==> config.mk <==
export PLATFORM = sky130hd
export DESIGN_NAME = dbg_status_regs
export DESIGN_NICKNAME = d
export VERILOG_FILES = /design/src/pkg/dbg_status_pkg.sv /design/src/design/dbg_status_regs.sv
export SDC_FILE = /design/constraint.sdc
export NUM_CORES = 1
export LEC_CHECK = 0
export BUFFER_PORTS_ARGS = -buffer_cell sky130_fd_sc_hd__buf_2
export CORE_MARGIN = 2
export CORE_UTILIZATION = 46
export CTS_CLUSTER_DIAMETER = 120
export CTS_CLUSTER_SIZE = 28
export DETAILED_ROUTE_END_ITERATION = 8
export SETUP_SLACK_MARGIN = 0.4
export SYNTH_ARGS = -nofsm -noshare
export SYNTH_HDL_FRONTEND = slang
export SYNTH_SLANG_ARGS = --single-unit
==> constraint.sdc <==
create_clock -name core_clk -period 1.77 [get_ports core_clk]
set_input_delay 0.0885 -clock core_clk [delete_from_list [all_inputs] [get_ports core_clk]]
set_output_delay 0.0885 -clock core_clk [all_outputs]
set_load 0.01 [all_outputs]
==> src/pkg/dbg_status_pkg.sv <==
// Purpose: constants and carriers for the debug-state status register group
// Assumes: 8-bit register index, 32-bit data, one core clock at 100 MHz
// Notes: register indices are word numbers of the processor-status space
// Function
// - Counter value in low sixteen bits only
// - Counters at indices 0x07 to 0x0A
// - Counters survive system reset
// - RAM size in bits 31:2, read only
// - Debug entry captures saved status
// - Status copy flag layout, bit 8 read only
// - Debug entry captures saved program counter
// - Debug entry captures saved stack pointer
// - Fetch thread operand in bits 7:0
// - Fetch register operand in bits 4:0
// - Cause field resets zero, codes one to five
// - Source index recorded, zero for host/call
// - Lowest-numbered simultaneous trigger reported
// - Thread field recorded, zero for host
// - Trigger data takes address or resource id
// - Stop mask halts threads outside debug mode
// - Eight shared scratch words 0x20 to 0x27
// - Oscillator control: bit1 core, bit0 peripheral
`default_nettype none
package dbg_status_pkg;
    localparam logic [7:0] OSC_CTRL_IDX   = 8'h06;
    localparam logic [7:0] TILE_CELL_IDX  = 8'h07;
    localparam logic [7:0] TILE_WIRE_IDX  = 8'h08;
    localparam logic [7:0] PER_CELL_IDX   = 8'h09;
    localparam logic [7:0] PER_WIRE_IDX   = 8'h0A;
    localparam logic [7:0] RAM_SIZE_IDX   = 8'h0C;
    localparam logic [7:0] STATUS_IDX     = 8'h10;
    localparam logic [7:0] PC_IDX         = 8'h11;
    localparam logic [7:0] SP_IDX         = 8'h12;
    localparam logic [7:0] FETCH_THR_IDX  = 8'h13;
    localparam logic [7:0] FETCH_REG_IDX  = 8'h14;
    localparam logic [7:0] CAUSE_IDX      = 8'h15;
    localparam logic [7:0] TRIG_DATA_IDX  = 8'h16;
    localparam logic [7:0] STOP_MASK_IDX  = 8'h18;
    localparam logic [7:0] SCRATCH_IDX    = 8'h20;
    localparam logic [7:0] SCRATCH_MASK   = 8'hF8;
    localparam int         SCRATCH_WORDS  = 8;
    localparam int         OSC_COUNT      = 4;
    // Writable bits of the status copy; bit 8 and reserved bits excluded
    localparam logic [31:0] STATUS_WMASK  = 32'h0000_06DF;
    // Bits of the saved status kept on debug entry; bit 5 and bits above 10 reserved
    localparam logic [31:0] STATUS_CMASK  = 32'h0000_07DF;
    localparam logic [31:0] RAM_SIZE_BYTES = 32'h0004_0000;
    localparam logic [31:0] RAM_SIZE_MASK = 32'hFFFF_FFFC;
    localparam int          OSC_CORE_BIT  = 1;
    localparam int          OSC_PER_BIT   = 0;
    localparam int          OSC_STOP_NS   = 100;
    localparam int          CLK_PERIOD_NS = 10;
    localparam int          OSC_STOP_CYC  = (OSC_STOP_NS + CLK_PERIOD_NS - 1) / CLK_PERIOD_NS;
    localparam logic [2:0] CAUSE_NONE     = 3'h0;
    localparam logic [2:0] CAUSE_HOST     = 3'h1;
    localparam logic [2:0] CAUSE_CALL     = 3'h2;
    localparam logic [2:0] CAUSE_IBRK     = 3'h3;
    localparam logic [2:0] CAUSE_DWATCH   = 3'h4;
    localparam logic [2:0] CAUSE_RWATCH   = 3'h5;

    typedef struct packed {
        logic        valid;
        logic [2:0]  cause;
        logic [7:0]  thread;
        logic [3:0]  hits;
        logic [31:0] status;
        logic [31:0] pc;
        logic [31:0] sp;
        logic [31:0] data;
    } debug_entry_type;

    typedef struct packed {
        logic        rd;
        logic        wr;
        logic [7:0]  idx;
        logic [31:0] wdata;
    } reg_req_type;

    typedef struct packed {
        logic [1:0]  osc_en;
        logic [31:0] status;
        logic [31:0] pc;
        logic [31:0] sp;
        logic [7:0]  fetch_thr;
        logic [4:0]  fetch_reg;
        logic [2:0]  cause;
        logic [1:0]  source;
        logic [7:0]  cause_thr;
        logic [31:0] data;
        logic [7:0]  stop_mask;
        logic [31:0] rdata;
        logic        rvalid;
    } ctrl_state_type;
endpackage
`default_nettype wire

==> src/design/dbg_status_regs.sv <==
// Purpose: processor-status debug register group with oscillator counters
// Assumes: single-cycle register port, counts driven by on-chip oscillators
// Notes: oscillator counters sit on a non-reset domain of flip-flops
`timescale 1ns/1ps
`default_nettype none
module dbg_status_regs (
    input  wire logic                            core_clk,
    input  wire logic                            rst_n,
    input  wire dbg_status_pkg::reg_req_type     req,
    input  wire logic                            in_debug_mode,
    input  wire dbg_status_pkg::debug_entry_type entry,
    input  wire logic [3:0]                      osc_pulse,
    output logic [31:0]                          rdata,
    output logic                                 rvalid,
    output logic [1:0]                           osc_enable,
    output logic [7:0]                           thread_stop,
    output logic [7:0]                           fetch_thread,
    output logic [4:0]                           fetch_register
);
    dbg_status_pkg::ctrl_state_type state_reg;
    dbg_status_pkg::ctrl_state_type state_next;
    // Power-up value only; system reset leaves the counts alone
    logic [15:0] osc_count_reg [dbg_status_pkg::OSC_COUNT] = '{default: 16'h0000};
    logic [31:0] scratch_reg [dbg_status_pkg::SCRATCH_WORDS];
    logic [3:0]  osc_meta_reg;
    logic [3:0]  osc_sync_reg;
    logic [3:0]  osc_last_reg;
    logic        scratch_hit;
    logic [2:0]  scratch_sel;
    logic [1:0]  lowest_hit;
    logic [31:0] read_word;

    assign scratch_sel = req.idx[2:0];
    assign scratch_hit = (req.idx & dbg_status_pkg::SCRATCH_MASK) == dbg_status_pkg::SCRATCH_IDX;

    // Oscillator edges synchronised; no reset so counts survive system reset
    always_ff @(posedge core_clk) begin
        osc_meta_reg <= osc_pulse;
        osc_sync_reg <= osc_meta_reg;
        osc_last_reg <= osc_sync_reg;
    end

    genvar g;
    generate
        for (g = 0; g < dbg_status_pkg::OSC_COUNT; g++) begin : g_osc
            logic run;
            assign run = (g < 2) ? state_reg.osc_en[dbg_status_pkg::OSC_CORE_BIT]
                                 : state_reg.osc_en[dbg_status_pkg::OSC_PER_BIT];
            always_ff @(posedge core_clk) begin
                if (run && osc_sync_reg[g] && !osc_last_reg[g]) begin
                    osc_count_reg[g] <= osc_count_reg[g] + 16'h0001;
                end
            end
        end
        for (g = 0; g < dbg_status_pkg::SCRATCH_WORDS; g++) begin : g_scr
            always_ff @(posedge core_clk or negedge rst_n) begin
                if (!rst_n) begin
                    scratch_reg[g] <= 32'h0000_0000;
                end else if (req.wr && in_debug_mode && scratch_hit && scratch_sel == 3'(g)) begin
                    scratch_reg[g] <= req.wdata;
                end
            end
        end
    endgenerate

    always_comb begin
        lowest_hit = 2'h0;
        for (int i = 3; i >= 0; i--) begin
            if (entry.hits[i]) begin
                lowest_hit = 2'(i);
            end
        end
    end

    always_comb begin
        read_word = 32'h0000_0000;
        case (req.idx)
            dbg_status_pkg::OSC_CTRL_IDX:  read_word = {30'h0, state_reg.osc_en};
            dbg_status_pkg::TILE_CELL_IDX: read_word = {16'h0, osc_count_reg[0]};
            dbg_status_pkg::TILE_WIRE_IDX: read_word = {16'h0, osc_count_reg[1]};
            dbg_status_pkg::PER_CELL_IDX:  read_word = {16'h0, osc_count_reg[2]};
            dbg_status_pkg::PER_WIRE_IDX:  read_word = {16'h0, osc_count_reg[3]};
            dbg_status_pkg::RAM_SIZE_IDX:
                read_word = dbg_status_pkg::RAM_SIZE_BYTES & dbg_status_pkg::RAM_SIZE_MASK;
            dbg_status_pkg::STATUS_IDX:    read_word = state_reg.status;
            dbg_status_pkg::PC_IDX:        read_word = state_reg.pc;
            dbg_status_pkg::SP_IDX:        read_word = state_reg.sp;
            dbg_status_pkg::FETCH_THR_IDX: read_word = {24'h0, state_reg.fetch_thr};
            dbg_status_pkg::FETCH_REG_IDX: read_word = {27'h0, state_reg.fetch_reg};
            dbg_status_pkg::CAUSE_IDX:
                read_word = {14'h0, state_reg.source, state_reg.cause_thr, 5'h0, state_reg.cause};
            dbg_status_pkg::TRIG_DATA_IDX: read_word = state_reg.data;
            dbg_status_pkg::STOP_MASK_IDX: read_word = {24'h0, state_reg.stop_mask};
            default: begin
                if (scratch_hit) begin
                    read_word = scratch_reg[scratch_sel];
                end
            end
        endcase
    end

    always_comb begin
        state_next = state_reg;
        state_next.rvalid = req.rd;
        if (req.rd) begin
            state_next.rdata = read_word;
        end
        if (req.wr && req.idx == dbg_status_pkg::OSC_CTRL_IDX) begin
            state_next.osc_en = req.wdata[1:0];
        end
        if (req.wr && in_debug_mode) begin
            case (req.idx)
                dbg_status_pkg::STATUS_IDX:
                    state_next.status = (req.wdata & dbg_status_pkg::STATUS_WMASK)
                                      | (state_reg.status & ~dbg_status_pkg::STATUS_WMASK);
                dbg_status_pkg::PC_IDX:        state_next.pc = req.wdata;
                dbg_status_pkg::SP_IDX:        state_next.sp = req.wdata;
                dbg_status_pkg::FETCH_THR_IDX: state_next.fetch_thr = req.wdata[7:0];
                dbg_status_pkg::FETCH_REG_IDX: state_next.fetch_reg = req.wdata[4:0];
                dbg_status_pkg::CAUSE_IDX: begin
                    state_next.cause     = req.wdata[2:0];
                    state_next.cause_thr = req.wdata[15:8];
                    state_next.source    = req.wdata[17:16];
                end
                dbg_status_pkg::TRIG_DATA_IDX: state_next.data = req.wdata;
                dbg_status_pkg::STOP_MASK_IDX: state_next.stop_mask = req.wdata[7:0];
                default: ;
            endcase
        end
        // Hardware capture on debug entry wins over a software write
        if (entry.valid) begin
            state_next.status = entry.status & dbg_status_pkg::STATUS_CMASK;
            state_next.pc     = entry.pc;
            state_next.sp     = entry.sp;
            state_next.cause  = entry.cause;
            state_next.source = (entry.cause == dbg_status_pkg::CAUSE_IBRK ||
                                 entry.cause == dbg_status_pkg::CAUSE_DWATCH ||
                                 entry.cause == dbg_status_pkg::CAUSE_RWATCH)
                                ? lowest_hit : 2'h0;
            state_next.cause_thr = (entry.cause == dbg_status_pkg::CAUSE_HOST)
                                   ? 8'h00 : entry.thread;
            if (entry.cause == dbg_status_pkg::CAUSE_DWATCH ||
                entry.cause == dbg_status_pkg::CAUSE_RWATCH) begin
                state_next.data = entry.data;
            end
        end
    end

    always_ff @(posedge core_clk or negedge rst_n) begin
        if (!rst_n) begin
            state_reg <= '0;
        end else begin
            state_reg <= state_next;
        end
    end

    assign rdata          = state_reg.rdata;
    assign rvalid         = state_reg.rvalid;
    assign osc_enable     = state_reg.osc_en;
    assign thread_stop    = in_debug_mode ? 8'h00 : state_reg.stop_mask;
    assign fetch_thread   = state_reg.fetch_thr;
    assign fetch_register = state_reg.fetch_reg;

    a_count_upper: assert property (@(posedge core_clk) disable iff (!rst_n)
        $past(req.rd) && $past(req.idx) >= 8'h07 && $past(req.idx) <= 8'h0A
        |-> rdata[31:16] == 16'h0000) else $error("counter upper bits nonzero");
    a_ram_low: assert property (@(posedge core_clk) disable iff (!rst_n)
        $past(req.rd) && $past(req.idx) == 8'h0C |-> rdata[1:0] == 2'h0)
        else $error("ram size low bits nonzero");
    a_entry_pc: assert property (@(posedge core_clk) disable iff (!rst_n)
        entry.valid |=> state_reg.pc == $past(entry.pc) && state_reg.sp == $past(entry.sp))
        else $error("pc or sp not captured");
    a_status_ro: assert property (@(posedge core_clk) disable iff (!rst_n)
        !entry.valid |=> state_reg.status[8] == $past(state_reg.status[8]))
        else $error("status bit 8 written");
    a_host_zero: assert property (@(posedge core_clk) disable iff (!rst_n)
        entry.valid && entry.cause == 3'h1 |=> state_reg.cause_thr == 8'h00
        && state_reg.source == 2'h0) else $error("host entry fields nonzero");
    a_lowest_src: assert property (@(posedge core_clk) disable iff (!rst_n)
        entry.valid && entry.cause >= 3'h3 && entry.cause <= 3'h5 && entry.hits != 4'h0
        |=> ((($past(entry.hits) >> state_reg.source) & 4'h1) == 4'h1)
        && (($past(entry.hits) & ((4'h1 << state_reg.source) - 4'h1)) == 4'h0))
        else $error("lowest source not chosen");
    a_drw_guard: assert property (@(posedge core_clk) disable iff (!rst_n)
        req.wr && !in_debug_mode && !entry.valid |=> $stable(state_reg.stop_mask)
        && $stable(state_reg.pc)) else $error("write outside debug accepted");
    a_stop_gate: assert property (@(posedge core_clk) disable iff (!rst_n)
        in_debug_mode |-> thread_stop == 8'h00) else $error("threads stopped in debug");
    a_cause_rst: assert property (@(posedge core_clk)
        $rose(rst_n) |-> state_reg.cause == 3'h0) else $error("cause not reset");
    a_core_hold: assert property (@(posedge core_clk) disable iff (!rst_n)
        !$past(state_reg.osc_en[dbg_status_pkg::OSC_CORE_BIT])
        |-> $stable(osc_count_reg[0]) && $stable(osc_count_reg[1]))
        else $error("core counters moved while stopped");
    a_per_hold: assert property (@(posedge core_clk) disable iff (!rst_n)
        !$past(state_reg.osc_en[dbg_status_pkg::OSC_PER_BIT])
        |-> $stable(osc_count_reg[2]) && $stable(osc_count_reg[3]))
        else $error("peripheral counters moved while stopped");
    c_entry_dwatch: cover property (@(posedge core_clk) disable iff (!rst_n)
        entry.valid && entry.cause == 3'h4);
    c_stop_write: cover property (@(posedge core_clk) disable iff (!rst_n)
        req.wr && in_debug_mode && req.idx == 8'h18);
    c_scratch_read: cover property (@(posedge core_clk) disable iff (!rst_n)
        req.rd && req.idx == 8'h23);
endmodule // dbg_status_regs
`default_nettype wire

* Yosys cells after proc, flatten, opt, wreduce, memory -nomap -nowiden *
Memories as Yosys holds them, arrays and structs flattened.
Index checks and enable logic that the tools add are counted.

storage, ports and cells
  memories = 1
  logic and storage cells = 129
  RAM bits = 64
  bits in read-only memories = 0
  bits of input ports = 193
  flip-flop bits (word level) = 465
  output and inout port bits = 56
  bits in latches = 0

cells by class
  div/mod/pow operators = 0
  add/subtract/negate cells = 4
  mux-type cells = 32
  magnitude comparators = 1
  bitwise logic cells = 2
  equality and inequality tests = 26
  reductions and logical operators = 39
  shift-type cells = 0
  $mul = 0

memories
  memory         depth  width  rd ports  clocked after memory_dff  write ports  line                   RTL
  osc_count_reg  4      16     4         0                         4            dbg_status_regs.sv:23  logic [15:0] osc_count_reg [dbg_status_pkg::OSC_COUNT] = '{default: 16'h0000};

operator list
  kind                     number
  $pmux W32 S14            1
  $mux W32                 8
  $mux W162                1
  $bmux W32 S3             1
  $mux W96                 1
  $add A16 B1 Y16 const B  4
  $eq A8 B5 Y1 const B     8
  $mux W45                 1
  $eq A8 B4 Y1 const B     4
  $mux W8                  4
  $or A11 B32 Y32          1
  $logic_and A1 B1 Y1      19
  $eq A3 B3 Y1 const B     6
  $eq A8 B3 Y1 const B     2
  $reduce_and A2 Y1        7
  $mux W13                 1
  $mux W2                  5
  $reduce_bool A2 Y1       5
  $eq A3 B2 Y1 const B     3
  $mux W1                  8
  $eq A3 B1 Y1 const B     2
  $eq A5 B3 Y1 const B     1
  $mux W5                  1
  $ge A4 B4 Y1 const B     1
  4 further kinds          9

* Longest topological paths before layout *
  depth in word-level cells = 6
  gate-level depth with buffers = 8
  depth with buffers taken out = 5

* Worst setup path before layout *
Ideal clock, no wire load.

  path type = input-to-reg
  start = input req[38] (netlist bit)
  end = register state_reg, in the netlist fetch_thread[0]
  data arrival time = 1964 ps
  cell stages on the path = 7
  library setup time = 125 ps
  buffers on the path = 3
  path slack = -319 ps
  data required time = 1645 ps
  cells stage by stage = or4b_1 > buf_6 > or3_1 > clkbuf_2 > or3_1 > buf_6 > mux2_4

between the ends
  longest elaborated chain between the ends = 2

ends and longest elaborated chain
  what                                line                    RTL
  start, declared                     dbg_status_regs.sv:9    input wire dbg_status_pkg::reg_req_type req,
  $eq A8 B5 Y1                        dbg_status_regs.sv:112  case (req.idx)
  $reduce_and A2 Y1 (no source line)  -
  end signal, assigned                dbg_status_regs.sv:153  state_reg <= state_next;
  end, declared                       dbg_status_regs.sv:20   dbg_status_pkg::ctrl_state_type state_reg;

No other way between the ends.
A chain may end at the register's enable or synchronous reset.

* Final worst setup path *
  start = input req[35] (netlist bit)
  end = register scratch_reg[171] (netlist bit)

between the ends
  longest elaborated chain between the ends = 3

ends and longest elaborated chain
  what                               line                   RTL
  $eq A5 B3 Y1                       dbg_status_regs.sv:34  assign scratch_hit = (req.idx & dbg_status_pkg::SCRATCH_MASK) == dbg_status_pkg::SCRATCH_IDX;
  $logic_and A1 B1 Y1 (2 in series)  dbg_status_regs.sv:59  end else if (req.wr && in_debug_mode && scratch_hit && scratch_sel == 3'(g)) begin
  end signal, assigned by index      dbg_status_regs.sv:60  scratch_reg[g] <= req.wdata;
  end, declared                      dbg_status_regs.sv:24  logic [31:0] scratch_reg [dbg_status_pkg::SCRATCH_WORDS];

No other way between the ends.

==> metrics.yaml <==
critPathArrivalTime_ps: 2160
grt_max_degree: 103
placementRows: 84
largest_reg_flops: 256
synth-edff-count: 64
finalCritPeriodShare_pct: 94.4
grt_pass1_vias: 18857
vias: 19086
route.detailed.drc: 0
clock_path_buffers: 3
dr.max_layer_used: "met5"
die_w_um: 234
ys_seq_area_share_pct: 53.2
initial_core_util_pct: 46.4
vias_per_cell: 5.92
avgSynthCellArea_sq_um: 12.3
netlist_area_sq_mm: 0.0243
p_leak_nw: 15.6
cap_violations: 0
required_ps: 2260
numPortBuffers: 226
first_pass_iters: 6
core_area_sq_mm: 0.0524
yosys_warnings: 0
tritoncts: "built"
areaGrowthSynthToFinish_pct: 35.3
clk_pin_slew_worst_paths_ps: 110
setup_violations: 0
skew_ps: 27.6
end_kind: "register"
drtAntennaViolNets: 0
status: "finished clean"
place_hpwl_mm: 53.1
timing.rr.end: "rdata[18]"
utilization_pct: 62.8
startpoint_type: "input port"
grt_overflow: 0
cpMostUsedCell: "buf_6"
tns_ps: 0
drt_iter0_markers: 1926
reg2reg_from: "scratch_reg[114]"
synth_nets: 2171
crit_fanout: 5
fmaxAchievable_mhz: 599
drt-met1-wl_mm: 36.1
clk_latency_ps: 580
wl_per_cell_um: 26.2
dieArea_sq_mm: 0.0547
gp_congestion: 0.905
fill_cells: 3923
reg2reg_depth: 6
async_flop_share_pct: 85.0
cts_max_level: 1
synth_flop_cell: "dfrtp_1"
path_buf_inv: 6
reg2reg_slack_ps: 100
layout-drive-gt1-share_pct: 43.0
drv_slew: 0
ir_worst_vdd_mv: 0.638
critPathSlowestCell: "or4_4"
numCtsBuffers: 22
slew_headroom_pct: 61.2
p_per_area_mw_per_mm2: 666
final_common_cell: "dfrtp_1"
ys_ff_latch: 507
cts_root_buf: "clkbuf_16"
hold_class: "input port to async pin"
yosysUniqueCellTypes: 72
pin_count: 249
grt_pass1_wl_mm: 121
grtUsageTotal_pct: 29.9
crit_chain: "buf_6 -> or4_4 -> nor3_4 -> nand2_4 -> buf_6 -> buf_12 -> nor2_4 -> buf_6 -> buf_12 -> buf_16 -> mux2_4"
wl_met2_mm: 39.0
path_class: "input port to register"
layout_common_cells: "429 x dfrtp_1, 214 x buf_2, 208 x buf_4, 201 x nand2_1, 162 x dlygate4sd3_1"
worst_pin_slew_ps: 576
critPathTopFamily: "simple AND/OR/NAND/NOR gates"
crit_path_max_incr_delay_ps: 580
antenna_found_initial: 2
routed-wl-met3_mm: 6.33
cts_sinks: 507
hold_viol: 0
num-nets-final: 2724
rsz0062_at_grt: "true"
syn_inst: 1974
die_height_um: 234
layout_min_cycle_time_ps: 1670
wirelength_mm: 84.5
-- how the worst max path moves through the flow --
stage	startpoint	to	slack [ps]	cells after the start
floorplan	req[38]	fetch_thread[0]	-300	7
global placement	req[35]	scratch_reg[255]	-370	7
detailed placement	req[35]	scratch_reg[255]	-400	7
CTS	scratch_reg[113]	rdata[17]	120	6
global route	scratch_reg[18]	rdata[18]	40	6
finish	req[35]	scratch_reg[171]	100	11
-- timing repair --
action / in CTS / in global routing
hold endpoints to repair: 715 / 0
hold buffers: 162 / 0
gates cloned: 22 / 7
setup buffers: 76 / 37
gates resized for setup: 192 / 111
pin swaps: 66 / 68
setup endpoints to repair: 258 / 473
-- synth_stat cells (22+ instances only) --
library cell	instances	area, sq um
mux2_2	271	3050
a21oi_1	56	280
nand2_1	230	863
clkbuf_1	98	368
nor2_1	98	368
o21ai_0	96	480
nand3_1	24	120
buf_2	24	120
buf_4	59	443
mux4_2	66	1490
xnor2_1	40	350
dfrtp_1	431	10800
mux2i_1	141	1410
a31oi_1	22	138
edfxtp_1	64	1920
-- logic make-up (layout without fill, tap and decap cells) --
logic type,Yosys count,count (layout),synth area share [%]
adders and majority gates,4,4,0.206
xor gates and xnor gates,56,56,2.02
DFF,507,507,53.2
other,0,1,0
and+or+nand+nor,444,444,8.21
buffers and inverters,207,767,4.29
muxes,493,493,25.3
AOI/OAI and AO/OA,263,263,6.77
-- cell type report --
| class | count | area (sq um) | area share, % |
|---|---|---|---|
| flip-flops and latches | 507 | 12900 | 39.3 |
| repair buffers | 724 | 6740 | 20.5 |
| multi-input cells | 1260 | 11700 | 35.5 |
| well taps | 688 | 861 | 2.61 |
| clock buffers | 30 | 612 | 1.86 |
| clock inverters | 1 | 30.0 | 0.0912 |
| inverters | 12 | 45.0 | 0.137 |
| diodes | 1 | 2.50 | 0.00760 |
-- per-stage QoR --
step | hold slack, ps | setup slack (ps) | power [W] | area [sq um] | std cells
after floorplan | -207 | -303 | 0.0141 | 25100 | 1974
after global placement | 56.5 | -367 | 0.0153 | 27800 | 2887
after detailed placement | 57.3 | -403 | 0.0154 | 27800 | 2887
after CTS | 2.72 | 118 | 0.0219 | 32000 | 3178
after global routing | 7.92 | 40.9 | 0.0227 | 32900 | 3223
final | 26.4 | 99.2 | 0.0219 | 32900 | 3223
-- power by group --
group / internal (W) / total, W / switching, W
logic: 0.00141 / 0.00297 / 0.00156
clock network: 0.00247 / 0.00628 / 0.00380
registers: 0.0123 / 0.0127 / 0.000384
total: 0.0162 / 0.0219 / 0.00574
-- metal layers --
| layer | GRT usage (%) | up-vias |
|---|---|---|
| met4 | 9.53 | 2 |
| met2 | 46.7 | 816 |
| li1 | - | 8167 |
| met5 | 0 | - |
| met1 | 42.8 | 9936 |
| met3 | 4.79 | 165 |
-- worst register-to-register path, delay by kind of cell, from the launching register on --
family                 cells  cell delay [ps]
AO/OA/AOI/OAI              2              350
buffers and inverters      1              180
flip-flops                 1              400
multiplexers               1              480
AND/OR/NAND/NOR            2              160
Note: power is estimated with default switching activity, not from simulation.
